### src/inc/pmi_pkg.sv
`default_nettype none
package pmi_pkg;
	localparam int IRQ_W = 8;
	localparam logic [3:0] CMD_MEM_RD = 4'h6;
	localparam logic [3:0] CMD_MEM_WR = 4'h7;
	localparam logic [2:0] CMD_CFG_HI = 3'h5;
	localparam logic [3:0] BE_ALL = 4'h0;
	localparam logic [2:0] DEVSEL_LIMIT = 3'h5;
	localparam logic [7:0] LEN_MIN = 8'h01;
	localparam logic [31:0] AD_RST = 32'h0000_0000;
	localparam logic [IRQ_W-1:0] STATUS_RST = 8'h00;

	typedef struct packed {
		logic [31:0] addr;
		logic write;
		logic [7:0] len;
	} pmi_req_t;

	typedef enum logic [2:0] {
		ST_IDLE = 3'h0,
		ST_REQ = 3'h1,
		ST_ADDR = 3'h2,
		ST_DATA = 3'h3,
		ST_ABORT = 3'h4,
		ST_TURN = 3'h5
	} pmi_state_t;
endpackage : pmi_pkg
`default_nettype wire

### src/verilog/pmi_top.sv
`timescale 1ns/10ps
`default_nettype none
module pmi_top (
	input wire logic CLK_I,
	input wire logic SYS_RST_I,
	input wire pmi_pkg::pmi_req_t REQ_I,
	input wire logic REQ_VALID_I,
	output logic REQ_READY_O,
	input wire logic [31:0] WR_DATA_I,
	input wire logic WR_VALID_I,
	output logic WR_READY_O,
	output logic [31:0] RD_DATA_O,
	output logic RD_VALID_O,
	input wire logic RD_READY_I,
	output logic DONE_O,
	output logic ABORT_O,
	input wire logic GNT_N_I,
	output logic REQ_N_O,
	input wire logic [31:0] AD_I,
	output logic [31:0] AD_O,
	output logic AD_OE_N_O,
	input wire logic [3:0] CBE_I,
	output logic [3:0] CBE_O,
	output logic CBE_OE_N_O,
	input wire logic FRAME_N_I,
	output logic FRAME_N_O,
	output logic FRAME_OE_N_O,
	input wire logic IRDY_N_I,
	output logic IRDY_N_O,
	output logic IRDY_OE_N_O,
	input wire logic TRDY_N_I,
	input wire logic DEVSEL_N_I,
	input wire logic IDSEL_I,
	output logic CFG_HIT_O,
	output logic CFG_WR_O,
	input wire logic [pmi_pkg::IRQ_W-1:0] EVENT_I,
	input wire logic [pmi_pkg::IRQ_W-1:0] MASK_I,
	input wire logic [pmi_pkg::IRQ_W-1:0] CLEAR_I,
	output logic [pmi_pkg::IRQ_W-1:0] STATUS_O,
	output logic INT_N_O,
	output logic INT_OE_N_O
);
	pmi_pkg::pmi_state_t st_ff, nxt_st;
	logic [31:0] addr_ff, nxt_addr, ad_ff, nxt_ad;
	logic [7:0] rem_ff, nxt_rem;
	logic is_wr_ff, nxt_is_wr;
	logic frame_n_ff, nxt_frame_n, irdy_n_ff, nxt_irdy_n, oe_n_ff, nxt_oe_n, ad_oe_n_ff, nxt_ad_oe_n;
	logic [3:0] cbe_ff, nxt_cbe;
	logic req_n_ff, nxt_req_n, req_ready_ff, nxt_req_ready, wr_ready_ff, nxt_wr_ready;
	logic done_ff, nxt_done, abort_ff, nxt_abort;
	logic [2:0] dcnt_ff;
	logic claimed_ff, timeout, complete, push, pop, load, read_room;
	logic [1:0] cnt_next;
	logic v0_ff, v1_ff;
	logic [31:0] d0_ff, d1_ff;
	logic frame_prev_ff, cfg_hit_ff, cfg_wr_ff, addr_phase;
	logic [pmi_pkg::IRQ_W-1:0] status_ff, nxt_status;
	logic int_on_ff, pend_next, clr_any, partial;

	// all output pins except the tied-low INT_N_O are registered on the rising edge only; input pins are used unregistered
	assign complete = (st_ff == pmi_pkg::ST_DATA) && !irdy_n_ff && !TRDY_N_I && !DEVSEL_N_I;
	assign push = complete && !is_wr_ff;
	assign pop = v0_ff && RD_READY_I;
	assign load = wr_ready_ff && WR_VALID_I;
	assign cnt_next = {1'b0, v0_ff} + {1'b0, v1_ff} + {1'b0, push} - {1'b0, pop};
	assign read_room = (cnt_next != 2'h2);
	assign timeout = (st_ff == pmi_pkg::ST_DATA) && !claimed_ff && DEVSEL_N_I
		&& (dcnt_ff == pmi_pkg::DEVSEL_LIMIT - 3'h1);

	always_comb begin
		nxt_st = st_ff;
		nxt_addr = addr_ff;
		nxt_ad = ad_ff;
		nxt_rem = rem_ff;
		nxt_is_wr = is_wr_ff;
		nxt_frame_n = frame_n_ff;
		nxt_irdy_n = irdy_n_ff;
		nxt_oe_n = oe_n_ff;
		nxt_ad_oe_n = ad_oe_n_ff;
		nxt_cbe = cbe_ff;
		nxt_req_n = req_n_ff;
		nxt_req_ready = req_ready_ff;
		nxt_wr_ready = wr_ready_ff;
		nxt_done = 1'b0;
		nxt_abort = 1'b0;
		case (st_ff)
			pmi_pkg::ST_IDLE: begin
				if (REQ_VALID_I && req_ready_ff) begin
					nxt_addr = REQ_I.addr;
					nxt_is_wr = REQ_I.write;
					nxt_rem = (REQ_I.len == 8'h00) ? pmi_pkg::LEN_MIN : REQ_I.len;
					nxt_req_ready = 1'b0;
					nxt_req_n = 1'b0;
					nxt_st = pmi_pkg::ST_REQ;
				end
			end
			pmi_pkg::ST_REQ: begin
				// wait for grant and an idle bus before taking the pins
				if (!GNT_N_I && FRAME_N_I && IRDY_N_I) begin
					nxt_frame_n = 1'b0;
					nxt_irdy_n = 1'b1;
					nxt_oe_n = 1'b0;
					nxt_ad_oe_n = 1'b0;
					nxt_ad = addr_ff;
					nxt_cbe = is_wr_ff ? pmi_pkg::CMD_MEM_WR : pmi_pkg::CMD_MEM_RD;
					nxt_req_n = 1'b1;
					nxt_st = pmi_pkg::ST_ADDR;
				end
			end
			pmi_pkg::ST_ADDR: begin
				nxt_cbe = pmi_pkg::BE_ALL;
				nxt_st = pmi_pkg::ST_DATA;
				if (is_wr_ff) begin
					nxt_wr_ready = 1'b1;
				end else begin
					// turnaround: the target drives the lines from here
					nxt_ad_oe_n = 1'b1;
					if (read_room) begin
						nxt_irdy_n = 1'b0;
						nxt_frame_n = (rem_ff == 8'h01);
					end
				end
			end
			pmi_pkg::ST_DATA: begin
				if (timeout) begin
					nxt_frame_n = 1'b1;
					nxt_irdy_n = 1'b0;
					nxt_wr_ready = 1'b0;
					nxt_abort = 1'b1;
					nxt_st = pmi_pkg::ST_ABORT;
				end else if (complete) begin
					if (rem_ff == 8'h01) begin
						nxt_irdy_n = 1'b1;
						nxt_done = 1'b1;
						nxt_st = pmi_pkg::ST_TURN;
					end else begin
						nxt_rem = rem_ff - 8'h01;
						if (is_wr_ff) begin
							nxt_irdy_n = 1'b1;
							nxt_wr_ready = 1'b1;
						end else begin
							nxt_irdy_n = !read_room;
							nxt_frame_n = read_room && (rem_ff == 8'h02);
						end
					end
				end else if (load) begin
					nxt_ad = WR_DATA_I;
					nxt_irdy_n = 1'b0;
					nxt_wr_ready = 1'b0;
					nxt_frame_n = (rem_ff == 8'h01);
				end else if (!is_wr_ff && irdy_n_ff && read_room) begin
					nxt_irdy_n = 1'b0;
					nxt_frame_n = (rem_ff == 8'h01);
				end
			end
			pmi_pkg::ST_ABORT: begin
				nxt_irdy_n = 1'b1;
				nxt_st = pmi_pkg::ST_TURN;
			end
			pmi_pkg::ST_TURN: begin
				// pins were driven high for one cycle, now released
				nxt_oe_n = 1'b1;
				nxt_ad_oe_n = 1'b1;
				nxt_req_ready = 1'b1;
				nxt_st = pmi_pkg::ST_IDLE;
			end
			default: begin
				nxt_st = pmi_pkg::ST_IDLE;
			end
		endcase
	end

	always_ff @(posedge CLK_I) begin
		if (SYS_RST_I) begin
			st_ff <= pmi_pkg::ST_IDLE;
			addr_ff <= pmi_pkg::AD_RST;
			ad_ff <= pmi_pkg::AD_RST;
			rem_ff <= 8'h00;
			is_wr_ff <= 1'b0;
			frame_n_ff <= 1'b1;
			irdy_n_ff <= 1'b1;
			oe_n_ff <= 1'b1;
			ad_oe_n_ff <= 1'b1;
			cbe_ff <= pmi_pkg::BE_ALL;
			req_n_ff <= 1'b1;
			req_ready_ff <= 1'b1;
			wr_ready_ff <= 1'b0;
			done_ff <= 1'b0;
			abort_ff <= 1'b0;
		end else begin
			st_ff <= nxt_st;
			addr_ff <= nxt_addr;
			ad_ff <= nxt_ad;
			rem_ff <= nxt_rem;
			is_wr_ff <= nxt_is_wr;
			frame_n_ff <= nxt_frame_n;
			irdy_n_ff <= nxt_irdy_n;
			oe_n_ff <= nxt_oe_n;
			ad_oe_n_ff <= nxt_ad_oe_n;
			cbe_ff <= nxt_cbe;
			req_n_ff <= nxt_req_n;
			req_ready_ff <= nxt_req_ready;
			wr_ready_ff <= nxt_wr_ready;
			done_ff <= nxt_done;
			abort_ff <= nxt_abort;
		end
	end

	// target claim watchdog, restarted by every address phase
	always_ff @(posedge CLK_I) begin
		if (SYS_RST_I || st_ff == pmi_pkg::ST_ADDR) begin
			dcnt_ff <= 3'h0;
			claimed_ff <= 1'b0;
		end else if (st_ff == pmi_pkg::ST_DATA && !claimed_ff) begin
			dcnt_ff <= dcnt_ff + 3'h1;
			claimed_ff <= !DEVSEL_N_I;
		end
	end

	// two-entry read buffer: slot 0 faces the user, so a stall never drops a completed phase
	always_ff @(posedge CLK_I) begin
		if (SYS_RST_I) begin
			v0_ff <= 1'b0;
			v1_ff <= 1'b0;
			d0_ff <= pmi_pkg::AD_RST;
			d1_ff <= pmi_pkg::AD_RST;
		end else if (pop) begin
			if (v1_ff) begin
				d0_ff <= d1_ff;
				v1_ff <= push;
				d1_ff <= AD_I;
			end else begin
				v0_ff <= push;
				d0_ff <= AD_I;
			end
		end else if (push) begin
			if (!v0_ff) begin
				v0_ff <= 1'b1;
				d0_ff <= AD_I;
			end else begin
				v1_ff <= 1'b1;
				d1_ff <= AD_I;
			end
		end
	end

	// configuration access seen as target
	assign addr_phase = !FRAME_N_I && frame_prev_ff;
	always_ff @(posedge CLK_I) begin
		if (SYS_RST_I) begin
			frame_prev_ff <= 1'b1;
			cfg_hit_ff <= 1'b0;
			cfg_wr_ff <= 1'b0;
		end else begin
			frame_prev_ff <= FRAME_N_I;
			cfg_hit_ff <= addr_phase && IDSEL_I && (CBE_I[3:1] == pmi_pkg::CMD_CFG_HI);
			cfg_wr_ff <= CBE_I[0];
		end
	end

	// set wins over a clear arriving in the same cycle
	assign nxt_status = (status_ff & ~CLEAR_I) | EVENT_I;
	assign pend_next = |(nxt_status & ~MASK_I);
	assign clr_any = |(CLEAR_I & status_ff);
	assign partial = clr_any && pend_next;
	always_ff @(posedge CLK_I) begin
		if (SYS_RST_I) begin
			status_ff <= pmi_pkg::STATUS_RST;
			int_on_ff <= 1'b0;
		end else begin
			status_ff <= nxt_status;
			int_on_ff <= pend_next && !partial;
		end
	end

	assign REQ_READY_O = req_ready_ff;
	assign WR_READY_O = wr_ready_ff;
	assign RD_DATA_O = d0_ff;
	assign RD_VALID_O = v0_ff;
	assign DONE_O = done_ff;
	assign ABORT_O = abort_ff;
	assign REQ_N_O = req_n_ff;
	assign AD_O = ad_ff;
	assign AD_OE_N_O = ad_oe_n_ff;
	assign CBE_O = cbe_ff;
	assign CBE_OE_N_O = oe_n_ff;
	assign FRAME_N_O = frame_n_ff;
	assign FRAME_OE_N_O = oe_n_ff;
	assign IRDY_N_O = irdy_n_ff;
	assign IRDY_OE_N_O = oe_n_ff;
	assign CFG_HIT_O = cfg_hit_ff;
	assign CFG_WR_O = cfg_wr_ff;
	assign STATUS_O = status_ff;
	// the pin level never goes high from here; the board pull-up does that
	assign INT_N_O = 1'b0;
	assign INT_OE_N_O = !int_on_ff;
endmodule : pmi_top
`default_nettype wire

### config.mk
export PLATFORM = sky130hd
export DESIGN_NAME = pmi_top
export DESIGN_NICKNAME = d
export VERILOG_FILES = /design/src/inc/pmi_pkg.sv /design/src/verilog/pmi_top.sv
export SDC_FILE = /design/constraint.sdc
export NUM_CORES = 1
export LEC_CHECK = 0
export BUFFER_PORTS_ARGS = -buffer_cell sky130_fd_sc_hd__buf_2
export CAP_MARGIN = 20
export CORE_ASPECT_RATIO = 0.6
export CORE_MARGIN = 2
export CORE_UTILIZATION = 46
export DETAILED_ROUTE_END_ITERATION = 6
export PLACE_DENSITY = 0.75
export SETUP_SLACK_MARGIN = 0.1
export SKIP_LAST_GASP = 1
export SLEW_MARGIN = 20
export SYNTH_ARGS = -nofsm -noshare
export SYNTH_HDL_FRONTEND = slang
export SYNTH_SLANG_ARGS = --single-unit
### constraint.sdc
create_clock -name CLK_I -period 3.1 [get_ports CLK_I]
set_input_delay 0.465 -clock CLK_I [delete_from_list [all_inputs] [get_ports CLK_I]]
set_output_delay 0.465 -clock CLK_I [all_outputs]
set_load 0.05 [all_outputs]
Word level (Yosys, flattened, before mapping) --
Index checks and enable logic that the tools add are counted.
Word-level totals: bits in registers 171, bits in latches 0, RAM bits 0, ROM bits 0, input bits 144, output and inout bits 92, word-level logic and storage cells 201, memories kept 0
Operators by class: $add $sub $neg 5, $mul 0, divide/modulo/power cells 0, order comparisons 0, equality and inequality tests 28, shifts and indexed selects 0, mux-type cells 69, bitwise logic cells 8, reduce and logical (&&, ||, !) cells 65
Operator list (count):
- two-way mux 32 bit | 12
- one-hot mux 32 bit (2 select lines) | 1
- two-way mux 8 bit | 5
- two-way mux 1 bit | 35
- bitwise AND 8 bit | 3
- != test 2 bit, second input constant | 12
- logical AND 1 bit | 20
- nonzero test 2 bit | 9
- inverter 8 bit | 2
- one-hot mux 8 bit (2 select lines) | 1
- OR reduction 8 bit | 2
- two-way mux 3 bit | 5
- one-hot mux 3 bit (5 select lines) | 1
- AND reduction 5 bit | 3
- AND reduction 2 bit | 7
- equality test 3 bit, second input constant | 4
- != test 4 bit, second input constant | 3
- AND reduction 3 bit | 4
- logical NOT 1 bit | 10
- equality test 8 x 1 -> 1 bit, second input constant | 1
- equality test 8 x 2 -> 1 bit, second input constant | 1
- logical NOT 8 bit | 1
- OR 8 bit | 1
- one-hot mux 1 bit (2 select lines) | 4
- other kinds (24) | 28

Longest topological paths before layout --
Gate-level depths: netlist of the first run.
depth in word-level cells 14, gate-level depth with buffers 12, gate-level depth less buffers 10

Least setup slack after synthesis of the first run --
Ideal clock, no wire load.
path kind flip-flop to flip-flop, start register irdy_n_ff, in the netlist IRDY_N_O, end register frame_n_ff, in the netlist FRAME_N_O, library setup time 0.120 ns, data arrival time 3.071 ns, data required time 2.980 ns, setup slack -0.090 ns, cell stages (with the launch flop) 13, buffers on the path 2, period minus slack after synthesis 3.190 ns, path through dfxtp_1 > or3_1 > buf_2 > or3_1 > buf_2 > ha_1 > inv_1 > fa_1 > xnor2_1 > a21oi_1 > a221oi_1 > o21ai_0 > o31a_1
Between the ends: word-level cells in the longest chain between the ends 14, elaborated cells between the ends (all ways) 21, those cells by class add/sub: 2; eq/ne: 5; mux: 5; reduce/logical: 9
RTL lines:
- start, declared | RTL line pmi_top.sv:47 | logic frame_n_ff, nxt_frame_n, irdy_n_ff, nxt_irdy_n, oe_n_ff, nxt_oe_n, ad_oe_n_ff, nxt_ad_oe_n;
- start signal, assigned | RTL line pmi_top.sv:197 | irdy_n_ff <= nxt_irdy_n;
- logical NOT 1 bit | RTL line pmi_top.sv:61 | assign complete = (st_ff == pmi_pkg::ST_DATA) && !irdy_n_ff && !TRDY_N_I && !DEVSEL_N_I;
- logical AND 1 bit (3 in a row) | RTL line pmi_top.sv:61
- logical AND 1 bit | RTL line pmi_top.sv:62 | assign push = complete && !is_wr_ff;
- adder 2 x 1 -> 2 bit | RTL line pmi_top.sv:65 | assign cnt_next = {1'b0, v0_ff} + {1'b0, v1_ff} + {1'b0, push} - {1'b0, pop};
- subtractor 2 x 1 -> 2 bit | RTL line pmi_top.sv:65
- != test 2 bit | RTL line pmi_top.sv:66 | assign read_room = (cnt_next != 2'h2);
- logical AND 1 bit | RTL line pmi_top.sv:143 | nxt_frame_n = read_room && (rem_ff == 8'h02);
- two-way mux 1 bit | RTL line pmi_top.sv:138 | if (is_wr_ff) begin
- two-way mux 1 bit | RTL line pmi_top.sv:132 | if (rem_ff == 8'h01) begin
- two-way mux 1 bit | RTL line pmi_top.sv:131 | end else if (complete) begin
- two-way mux 1 bit | RTL line pmi_top.sv:125 | if (timeout) begin
- one-hot mux 1 bit (3 select lines) | RTL line pmi_top.sv:86 | case (st_ff)
- end signal, assigned | RTL line pmi_top.sv:196 | frame_n_ff <= nxt_frame_n;
- end, declared | RTL line pmi_top.sv:47
Parallel ways exist; a longest one is shown, timed or not. The select of a mux whose other input is x is not followed. A chain may end at the register's enable or synchronous reset.

Final worst setup path of the first run --
start register irdy_n_ff, in the netlist IRDY_N_O, end register irdy_n_ff, in the netlist IRDY_N_O
Between the ends: word-level cells in the longest chain between the ends 14, elaborated cells between the ends (all ways) 19, those cells by class add/sub: 2; eq/ne: 3; mux: 5; reduce/logical: 9
RTL lines:
- logical NOT 1 bit | RTL line pmi_top.sv:61
- logical AND 1 bit (3 in a row) | RTL line pmi_top.sv:61
- logical AND 1 bit | RTL line pmi_top.sv:62
- adder 2 x 1 -> 2 bit | RTL line pmi_top.sv:65
- subtractor 2 x 1 -> 2 bit | RTL line pmi_top.sv:65
- != test 2 bit | RTL line pmi_top.sv:66
- logical NOT 1 bit | RTL line pmi_top.sv:142 | nxt_irdy_n = !read_room;
- two-way mux 1 bit | RTL line pmi_top.sv:138
- two-way mux 1 bit | RTL line pmi_top.sv:132
- two-way mux 1 bit | RTL line pmi_top.sv:131
- two-way mux 1 bit | RTL line pmi_top.sv:125
- one-hot mux 1 bit (4 select lines) | RTL line pmi_top.sv:86
Parallel ways exist; a longest one is shown, timed or not.

==> results.rst, run 1 <==
.. list-table::
   :header-rows: 1

   * - Metric
     - Value
   * - Number of clock sinks
     - about 170
   * - Worst slew slack as a fraction of its limit
     - 40.8%
   * - Areal power density over the cells
     - between 500 and 600 nW/um^2
   * - Post-synthesis to final-layout area growth
     - 26.7%
   * - Placer congestion estimate
     - 0.888
   * - Total global routing track utilization
     - between 20% and 30%
   * - Buffers inserted by post-CTS timing repair
     - 0
   * - CTS Buffer Depth
     - 2
   * - Worst Path Required
     - 3.40 ns
   * - Fraction of the yosys area taken by sequential cells
     - 46.3%
   * - Placed wire-length estimate after detailed placement
     - 12900 um
   * - Starting utilization of the core area
     - 47.4%
   * - I/O Pins
     - 236
   * - Number of flops mapped to enable cells by yosys
     - 0
   * - Clock tree root buffer cell
     - sky130_fd_sc_hd__clkbuf_16
   * - Number of warnings printed during yosys synthesis
     - 0
   * - Antenna diode count
     - 0
   * - Commonest register cell after synthesis
     - sky130_fd_sc_hd__dfxtp_1
   * - Detailed Routing Iterations Pass 1
     - 5
   * - Number of DRC violations after detailed-routing iteration 0
     - 447
   * - Seq. cell area
     - around 3400 um^2
   * - Number of antenna violations at the first check in global routing
     - 0
   * - CTS tree
     - built
   * - Detailed-routed wire length on met2
     - 8110 um
   * - Outcome
     - completed
   * - Wire length after detailed routing
     - 18900 um
   * - Die boundary width
     - ~170 um
   * - MaxCap Viol Count
     - 0
   * - Synthesized area per cell
     - about 8.7 um^2
   * - Number of H-tree levels
     - 4
   * - Cell depth of the worst flop-to-flop path
     - 10
   * - Post-detailed-placement cell area
     - 8650 um^2
   * - Residual DRC
     - 0
   * - Crit start category
     - register
   * - Die area
     - 16900 um^2
   * - Setup repair after global routing missed its margin
     - true
   * - Std-Cell Core Area
     - 15400 um^2
   * - Number of vias per cell
     - 5.26
   * - Number of instances resized during post-cts repair
     - 0
   * - Cts hold-fix bufs
     - 0
   * - Cells after Synth
     - 844
   * - Highest-count cells in the layout ignoring fill and taps
     - sky130_fd_sc_hd__buf_2, sky130_fd_sc_hd__dfxtp_1, sky130_fd_sc_hd__nand2_1, sky130_fd_sc_hd__nor2_1, sky130_fd_sc_hd__a21oi_1
   * - Clock latency on the worst-skew pair
     - 0.43 ns
   * - Setup violators final
     - 0
   * - Launch point of the worst reg-to-reg path
     - IRDY_N_O
   * - Timing endpoint of the critical path
     - IRDY_N_O
   * - Final Max Tran Viols
     - 0
   * - Antenna-violating nets left
     - 0
   * - Minimum period implied by the final worst setup slack
     - 2.88 ns
   * - Average wire per standard cell
     - 14.9 um
   * - Number of library cell types mapped by synthesis
     - 52
   * - Die span in y
     - 102 um
   * - Synth Register Bits
     - 169
   * - TNS Setup
     - 0 ns
   * - Final layout net count
     - approximately 1200
   * - Final worst-path cycle share
     - a little over 90%
   * - Beginning of the worst hold path
     - CBE_I[2]
   * - Lkg Pwr
     - 4.20 nW
   * - Critical Path End Type
     - register
   * - R2r setup slk
     - 0.22 ns
   * - Maximum number of pins on one net before global-route repair
     - 65
   * - Routed length on met3
     - 1560 um
   * - Fraction of layout instances using a drive strength above 1
     - between 30% and 40%
   * - Post-synthesis cell area
     - 7300 um^2
   * - Std cell rows
     - 35
   * - Type of the worst setup path
     - reg -> reg
   * - Total routed wire length on the met1 layer
     - 9020 um
   * - Number of vias after detailed routing
     - between 6000 and 7000
   * - Commonest non-fill, non-tap cell in the layout
     - sky130_fd_sc_hd__buf_2
   * - Arrival time at the worst endpoint
     - 3.18 ns
   * - Fraction of synthesis flops using an asynchronous set or reset pin
     - 0%
   * - Transition time at the pin with the least slew margin
     - 0.888 ns
   * - Hold violation count in the final report
     - 0
   * - Uppermost layer routed
     - met4
   * - Final clock skew
     - 0.0185 ns
   * - Vias in the first global route
     - 6082
   * - Total non-filler cell area in the finished layout
     - 9250 um^2
   * - Total of buffers placed on input and output ports
     - between 200 and 250
   * - Hold Crit Class
     - in -> reg
   * - Overflow left after global routing
     - 0
   * - Area of the multi-input gates
     - between 3000 and 4000 um^2
   * - Source of the critical timing path
     - IRDY_N_O
   * - Maximum vdd drop
     - approximately 0.00028 V
   * - End of the worst register-to-register path
     - IRDY_N_O
   * - Biggest fanout along the worst timing path
     - 6
   * - Register clock-pin slew on the reported worst setup and hold paths
     - about 0.07 ns
   * - Top achievable clock speed
     - 347 MHz
   * - Number of buffers created by CTS
     - 17
   * - Layout filler cell count
     - about 1400
   * - Wire length of the first global-routing pass
     - 30200 um
-- metal layers --
metal / GRT usage [%] / vias up
li1: - / 3350
met1: 30.1 / 3067
met2: 33.2 / 228
met3: 6.21 / 18
met4: 7.69 / 0
met5: 0 / -
-- cell type report --
cell class	instances	share of cell area, %
clock buffer	17	4.60
tap	203	2.75
clock inverter	14	1.88
timing repair buffer	252	14.6
inverter	20	0.811
sequential	169	36.6
multi-input combinational	591	38.8
-- worst min path at each step --
stage | slack, ns | cells past startpoint | end
finish | 0.20 | 2 | CFG_HIT_O
global route | 0.19 | 2 | CFG_HIT_O
CTS | 0.19 | 2 | CFG_HIT_O
detailed placement | 0.44 | 2 | CFG_HIT_O
global placement | 0.43 | 2 | CFG_HIT_O
floorplan | 0.41 | 2 | CFG_HIT_O
-- synth_stat cells (all sizes together), types with 2 or more instances --
master | n | share of area (%)
dfxtp | 169 | 46
nand2 | 144 | 7.4
nor2 | 104 | 5.3
a21oi | 93 | 6.4
a211oi | 69 | 9.0
mux2i | 66 | 9.0
clkbuf | 47 | 2.4
inv | 20 | 1.0
buf | 18 | 1.7
o21ai | 13 | 1.0
nor3 | 9 | 0.62
o22ai | 9 | 0.86
ha | 7 | 1.2
nand3 | 7 | 0.48
a2bb2oi | 6 | 0.72
nand2b | 6 | 0.51
nor2b | 6 | 0.51
nor4 | 6 | 0.51
a22oi | 4 | 0.41
a31oi | 4 | 0.34
or3 | 4 | 0.34
a21o | 2 | 0.21
and3 | 2 | 0.17
nand4b | 2 | 0.24
nor3b | 2 | 0.21
nor4bb | 2 | 0.27
o21a | 2 | 0.21
o221ai | 2 | 0.24
xnor2 | 2 | 0.24
-- sequential cells by signal, indices dropped and copies added, names as in the netlist, 2 cells and up --
| signal | flops |
|---|---|
| addr_ff | 32 |
| RD_DATA_O | 32 |
| st_ff | 3 |
| AD_O | 32 |
| dcnt_ff | 3 |
| d1_ff | 32 |
| STATUS_O | 8 |
| CBE_O | 2 |
| rem_ff | 8 |
-- critical path, stage by stage (launching register included) --
cell and delay [ns]:
sky130_fd_sc_hd__dfxtp_2 0.36, sky130_fd_sc_hd__or3_4 0.42, sky130_fd_sc_hd__or3_1 0.39, sky130_fd_sc_hd__ha_1 0.28, sky130_fd_sc_hd__inv_1 0.05, sky130_fd_sc_hd__fa_1 0.40
sky130_fd_sc_hd__xnor2_2 0.17, sky130_fd_sc_hd__a21oi_2 0.24, sky130_fd_sc_hd__a211oi_1 0.11, sky130_fd_sc_hd__nor4_1 0.28, sky130_fd_sc_hd__a21oi_1 0.06
-- power breakdown --
group	switching (W)	internal [W]
clock network	0.000988	0.00116
registers	0.0000404	0.00224
logic	0.000361	0.000203
total	0.00139	0.00360
-- cell families after synthesis --
logic type	share of synthesized area, %
and+or+nand+nor	17.0
AOI/OAI and AO/OA	20.6
DFF	46.3
buffers and inverters	5.12
muxes	9.05
adders and majority gates	1.47
xor gates and xnor gates	0.360
other	0.0513
-- stage by stage --
step	total power, W	util [%]	setup slack, ns	cells	hold slack (ns)
final	0.00499	60.0	0.220	1266	0.202
after global routing	0.00519	60.0	0.0978	1266	0.194
after CTS	0.00503	60.0	0.197	1266	0.186
after detailed placement	0.00288	56.1	0.0143	1235	0.438
after global placement	0.00288	56.1	0.0387	1235	0.425
after floorplan	0.00268	-	0.106	845	0.413
Power figures use the tool's default switching activity.
==> run 2: changes to the inputs <==
--- a/config.mk
+++ b/config.mk
@@ -11,6 +11,7 @@
 export CORE_MARGIN = 2
 export CORE_UTILIZATION = 46
 export DETAILED_ROUTE_END_ITERATION = 6
+export MAX_ROUTING_LAYER = met4
 export PLACE_DENSITY = 0.75
 export SETUP_SLACK_MARGIN = 0.1
 export SKIP_LAST_GASP = 1
==> run 2 against run 1 <==
  * Count of clock-buffer cells in the layout unchanged
  * Sequential power is essentially flat
  * Non-clock buffer count unchanged
  * Sequential share of layout area stayed put
  * Die area unchanged
  * Flip-flop and latch count did not move
  * Hold slack about the same
  * Critical path depth stayed put
  * Final area is the same
  * Register-to-register slack is essentially flat
  * Utilization unchanged
  * Clock skew down 0.0012 ns
==> results.rst, run 2 (synthesized netlist as in run 1, its figures left out) <==
.. list-table::
   :header-rows: 1

   * - Metric
     - Value
   * - Outcome
     - completed
   * - Non-filler instance count after layout
     - 1266 (unchanged)
   * - Transition time at the pin with the least slew margin
     - 0.898 ns (+0.00929 ns)
   * - Worst Path Required
     - 3.40 ns (about the same)
   * - Launch point of the worst reg-to-reg path
     - IRDY_N_O
   * - Die area
     - 16900 um^2 (unchanged)
   * - Std cell rows
     - 35 (unchanged)
   * - Clock latency on the worst-skew pair
     - 0.42 ns (about the same)
   * - Slowest stage cell, crit path
     - sky130_fd_sc_hd__or3_4
   * - Clock share of power
     - 43.0% (about the same)
   * - Total non-filler cell area in the finished layout
     - 9250 um^2 (unchanged)
   * - Number of antenna violations at the first check in global routing
     - 0 (unchanged)
   * - Combinational Power Share
     - 11.3% (about the same)
   * - Number of buffers and inverters on the critical path
     - 1 (unchanged)
   * - Lkg Pwr
     - 4.20 nW (unchanged)
   * - Clock tree root buffer cell
     - sky130_fd_sc_hd__clkbuf_16
   * - Detailed Routing Iterations Pass 1
     - 5 (unchanged)
   * - Final clock skew
     - 0.0173 ns (-0.00118 ns)
   * - Int Pwr
     - 0.00360 W (about the same)
   * - Part of the total power dissipated in sequential elements
     - 45.7% (about the same)
   * - Top achievable clock speed
     - 347 MHz (about the same)
   * - Layout filler cell count
     - 1407 (unchanged)
   * - Biggest fanout along the worst timing path
     - 6 (unchanged)
   * - Antenna diode count
     - 0 (unchanged)
   * - Slowest Stage Delay on Critical Path
     - 0.42 ns (about the same)
   * - Number of H-tree levels
     - 4 (unchanged)
   * - CTS Buffer Depth
     - 2 (unchanged)
   * - Share of the core filled with cells in the final layout
     - 60.0% (unchanged)
   * - Residual DRC
     - 0 (unchanged)
   * - Total global routing track utilization
     - 22.6% (+0.71 points)
   * - Delay-heaviest family, CP
     - simple AND/OR/NAND/NOR gates
   * - End of the worst register-to-register path
     - IRDY_N_O
   * - Number of vias per cell
     - 5.28 (+0.32%)
   * - Highest-count cells in the layout ignoring fill and taps
     - sky130_fd_sc_hd__buf_2, sky130_fd_sc_hd__dfxtp_1, sky130_fd_sc_hd__nand2_1, sky130_fd_sc_hd__nor2_1, sky130_fd_sc_hd__a21oi_1
   * - Minimum period implied by the final worst setup slack
     - 2.88 ns (-0.00147 ns)
   * - Source of the critical timing path
     - IRDY_N_O
   * - CTS tree
     - built
   * - Final layout net count
     - 1203 (unchanged)
   * - Placer congestion estimate
     - 0.903 (+1.7%)
   * - Beginning of the worst hold path
     - CBE_I[2]
   * - Cell chain of the critical path
     - or3_4 -> or3_1 -> ha_1 -> inv_1 -> fa_1 -> xnor2_2 -> a21oi_2 -> a211oi_1 -> nor4_1 -> a21oi_1
   * - Cts hold-fix bufs
     - 0 (unchanged)
   * - Setup repair after global routing missed its margin
     - true
   * - CP Depth
     - 10 (unchanged)
   * - Wire length of the first global-routing pass
     - 30200 um (-0.16%)
   * - Areal power density over the cells
     - 539 nW/um^2 (about the same)
   * - Number of clock sinks
     - 169 (unchanged)
   * - Switching power summed over all nets
     - 0.00139 W (-0.14%)
   * - Average wire per standard cell
     - 14.9 um (about the same)
   * - Overflow left after global routing
     - 0 (unchanged)
   * - Hold Crit Class
     - in -> reg
   * - Starting utilization of the core area
     - 47.4% (unchanged)
   * - Hold violation count in the final report
     - 0 (unchanged)
   * - Final Max Tran Viols
     - 0 (unchanged)
   * - Buffers inserted by post-CTS timing repair
     - 0 (unchanged)
   * - Die span in y
     - 102 um (unchanged)
   * - Type of the worst setup path
     - reg -> reg
   * - Critical Path End Type
     - register
   * - Maximum vdd drop
     - 0.000278 V (about the same)
   * - Register clock-pin slew on the reported worst setup and hold paths
     - 0.07 ns (about the same)
   * - MaxCap Viol Count
     - 0 (unchanged)
   * - Timing endpoint of the critical path
     - IRDY_N_O
   * - Cell depth of the worst flop-to-flop path
     - 10 (unchanged)
   * - TNS Setup
     - 0 ns (unchanged)
   * - Antenna-violating nets left
     - 0 (unchanged)
   * - Post-synthesis to final-layout area growth
     - 26.7% (unchanged)
   * - Worst slew slack as a fraction of its limit
     - 40.2% (-0.62 points)
   * - Switching power share of the total
     - 27.8% (about the same)
   * - Number of DRC violations after detailed-routing iteration 0
     - 416 (-6.9%)
   * - Total of buffers placed on input and output ports
     - 233 (unchanged)
   * - Number of buffers created by CTS
     - 17 (unchanged)
   * - Fraction of layout instances using a drive strength above 1
     - 30.4% (unchanged)
   * - Number of vias after detailed routing
     - 6684 (+0.32%)
   * - Number of cells on the worst hold path
     - 2 (unchanged)
   * - Arrival time at the worst endpoint
     - 3.18 ns (about the same)
   * - Placed wire-length estimate after detailed placement
     - 12900 um (unchanged)
   * - R2r setup slk
     - 0.22 ns (about the same)
   * - Commonest non-fill, non-tap cell in the layout
     - sky130_fd_sc_hd__buf_2
   * - Final hold slack
     - 0.202 ns (+0.000251 ns)
   * - Vias in the first global route
     - 6090 (+0.13%)
   * - Wire length after detailed routing
     - 18900 um (about the same)
   * - Setup violators final
     - 0 (unchanged)
   * - Maximum number of pins on one net before global-route repair
     - 65 (unchanged)
   * - Final worst-path cycle share
     - 92.9% (about the same)
   * - Post-detailed-placement cell area
     - 8650 um^2 (unchanged)
   * - Die boundary width
     - 167 um (unchanged)
   * - Crit start category
     - register
   * - Number of placed instances with taps included
     - 1235 (unchanged)
   * - Std-Cell Core Area
     - 15400 um^2 (unchanged)
   * - I/O Pins
     - 236 (unchanged)
[run 2: cell counts in the layout (fill, tap and decap cells not counted)]
No cell type changed its count.
[run 2: cell type report]
| cell class | instances | area [um^2] | area share (%) |
|---|---|---|---|
| multi-input combinational | 591 | 3590 | 38.8 |
| sequential | 169 | 3380 | 36.6 |
| timing repair buffer | 252 | 1350 | 14.6 |
| clock buffer | 17 | 425 | 4.60 |
| tap | 203 | 254 | 2.75 |
| clock inverter | 14 | 174 | 1.88 |
| inverter | 20 | 75.1 | 0.811 |
[run 2: power by group through the flow]
stage                     Combinational [W]  Sequential (W)  Clock, W
after detailed placement           0.000558         0.00233         0
after global placement             0.000552         0.00233         0
final                              0.000564         0.00228   0.00215
after CTS                          0.000563         0.00228   0.00219
after floorplan                    0.000269         0.00241         0
after global routing               0.000615         0.00229   0.00228
[run 2: how the worst min path moves through the flow]
stage	slack, ns	end
floorplan	0.41	CFG_HIT_O
global placement	0.43	CFG_HIT_O
detailed placement	0.44	CFG_HIT_O
CTS	0.19	CFG_HIT_O
global route	0.19	CFG_HIT_O
finish	0.20	CFG_HIT_O
[run 2: timing repair]
item                                   CTS  global route
endpoints found under the hold margin    0             0
setup endpoints to repair                0             2
resized for setup                        0             1
[run 2: metal layers]
metal	global-route usage (%)	up-vias	part of all wire (%)
li1	-	3354	-
met1	30.5	3097	49
met2	33.1	213	43
met3	5.71	20	7.4
met4	7.69	0	1.2
met5	-	-	0
[run 2: through the flow]
step / total power, W / setup WS (ns)
2_1_floorplan: 0.00268 / 0.106
3_3_place_gp: 0.00288 / 0.0387
3_5_place_dp: 0.00288 / 0.0143
4_1_cts: 0.00503 / 0.197
5_1_grt: 0.00519 / 0.0979
6_report: 0.00499 / 0.221
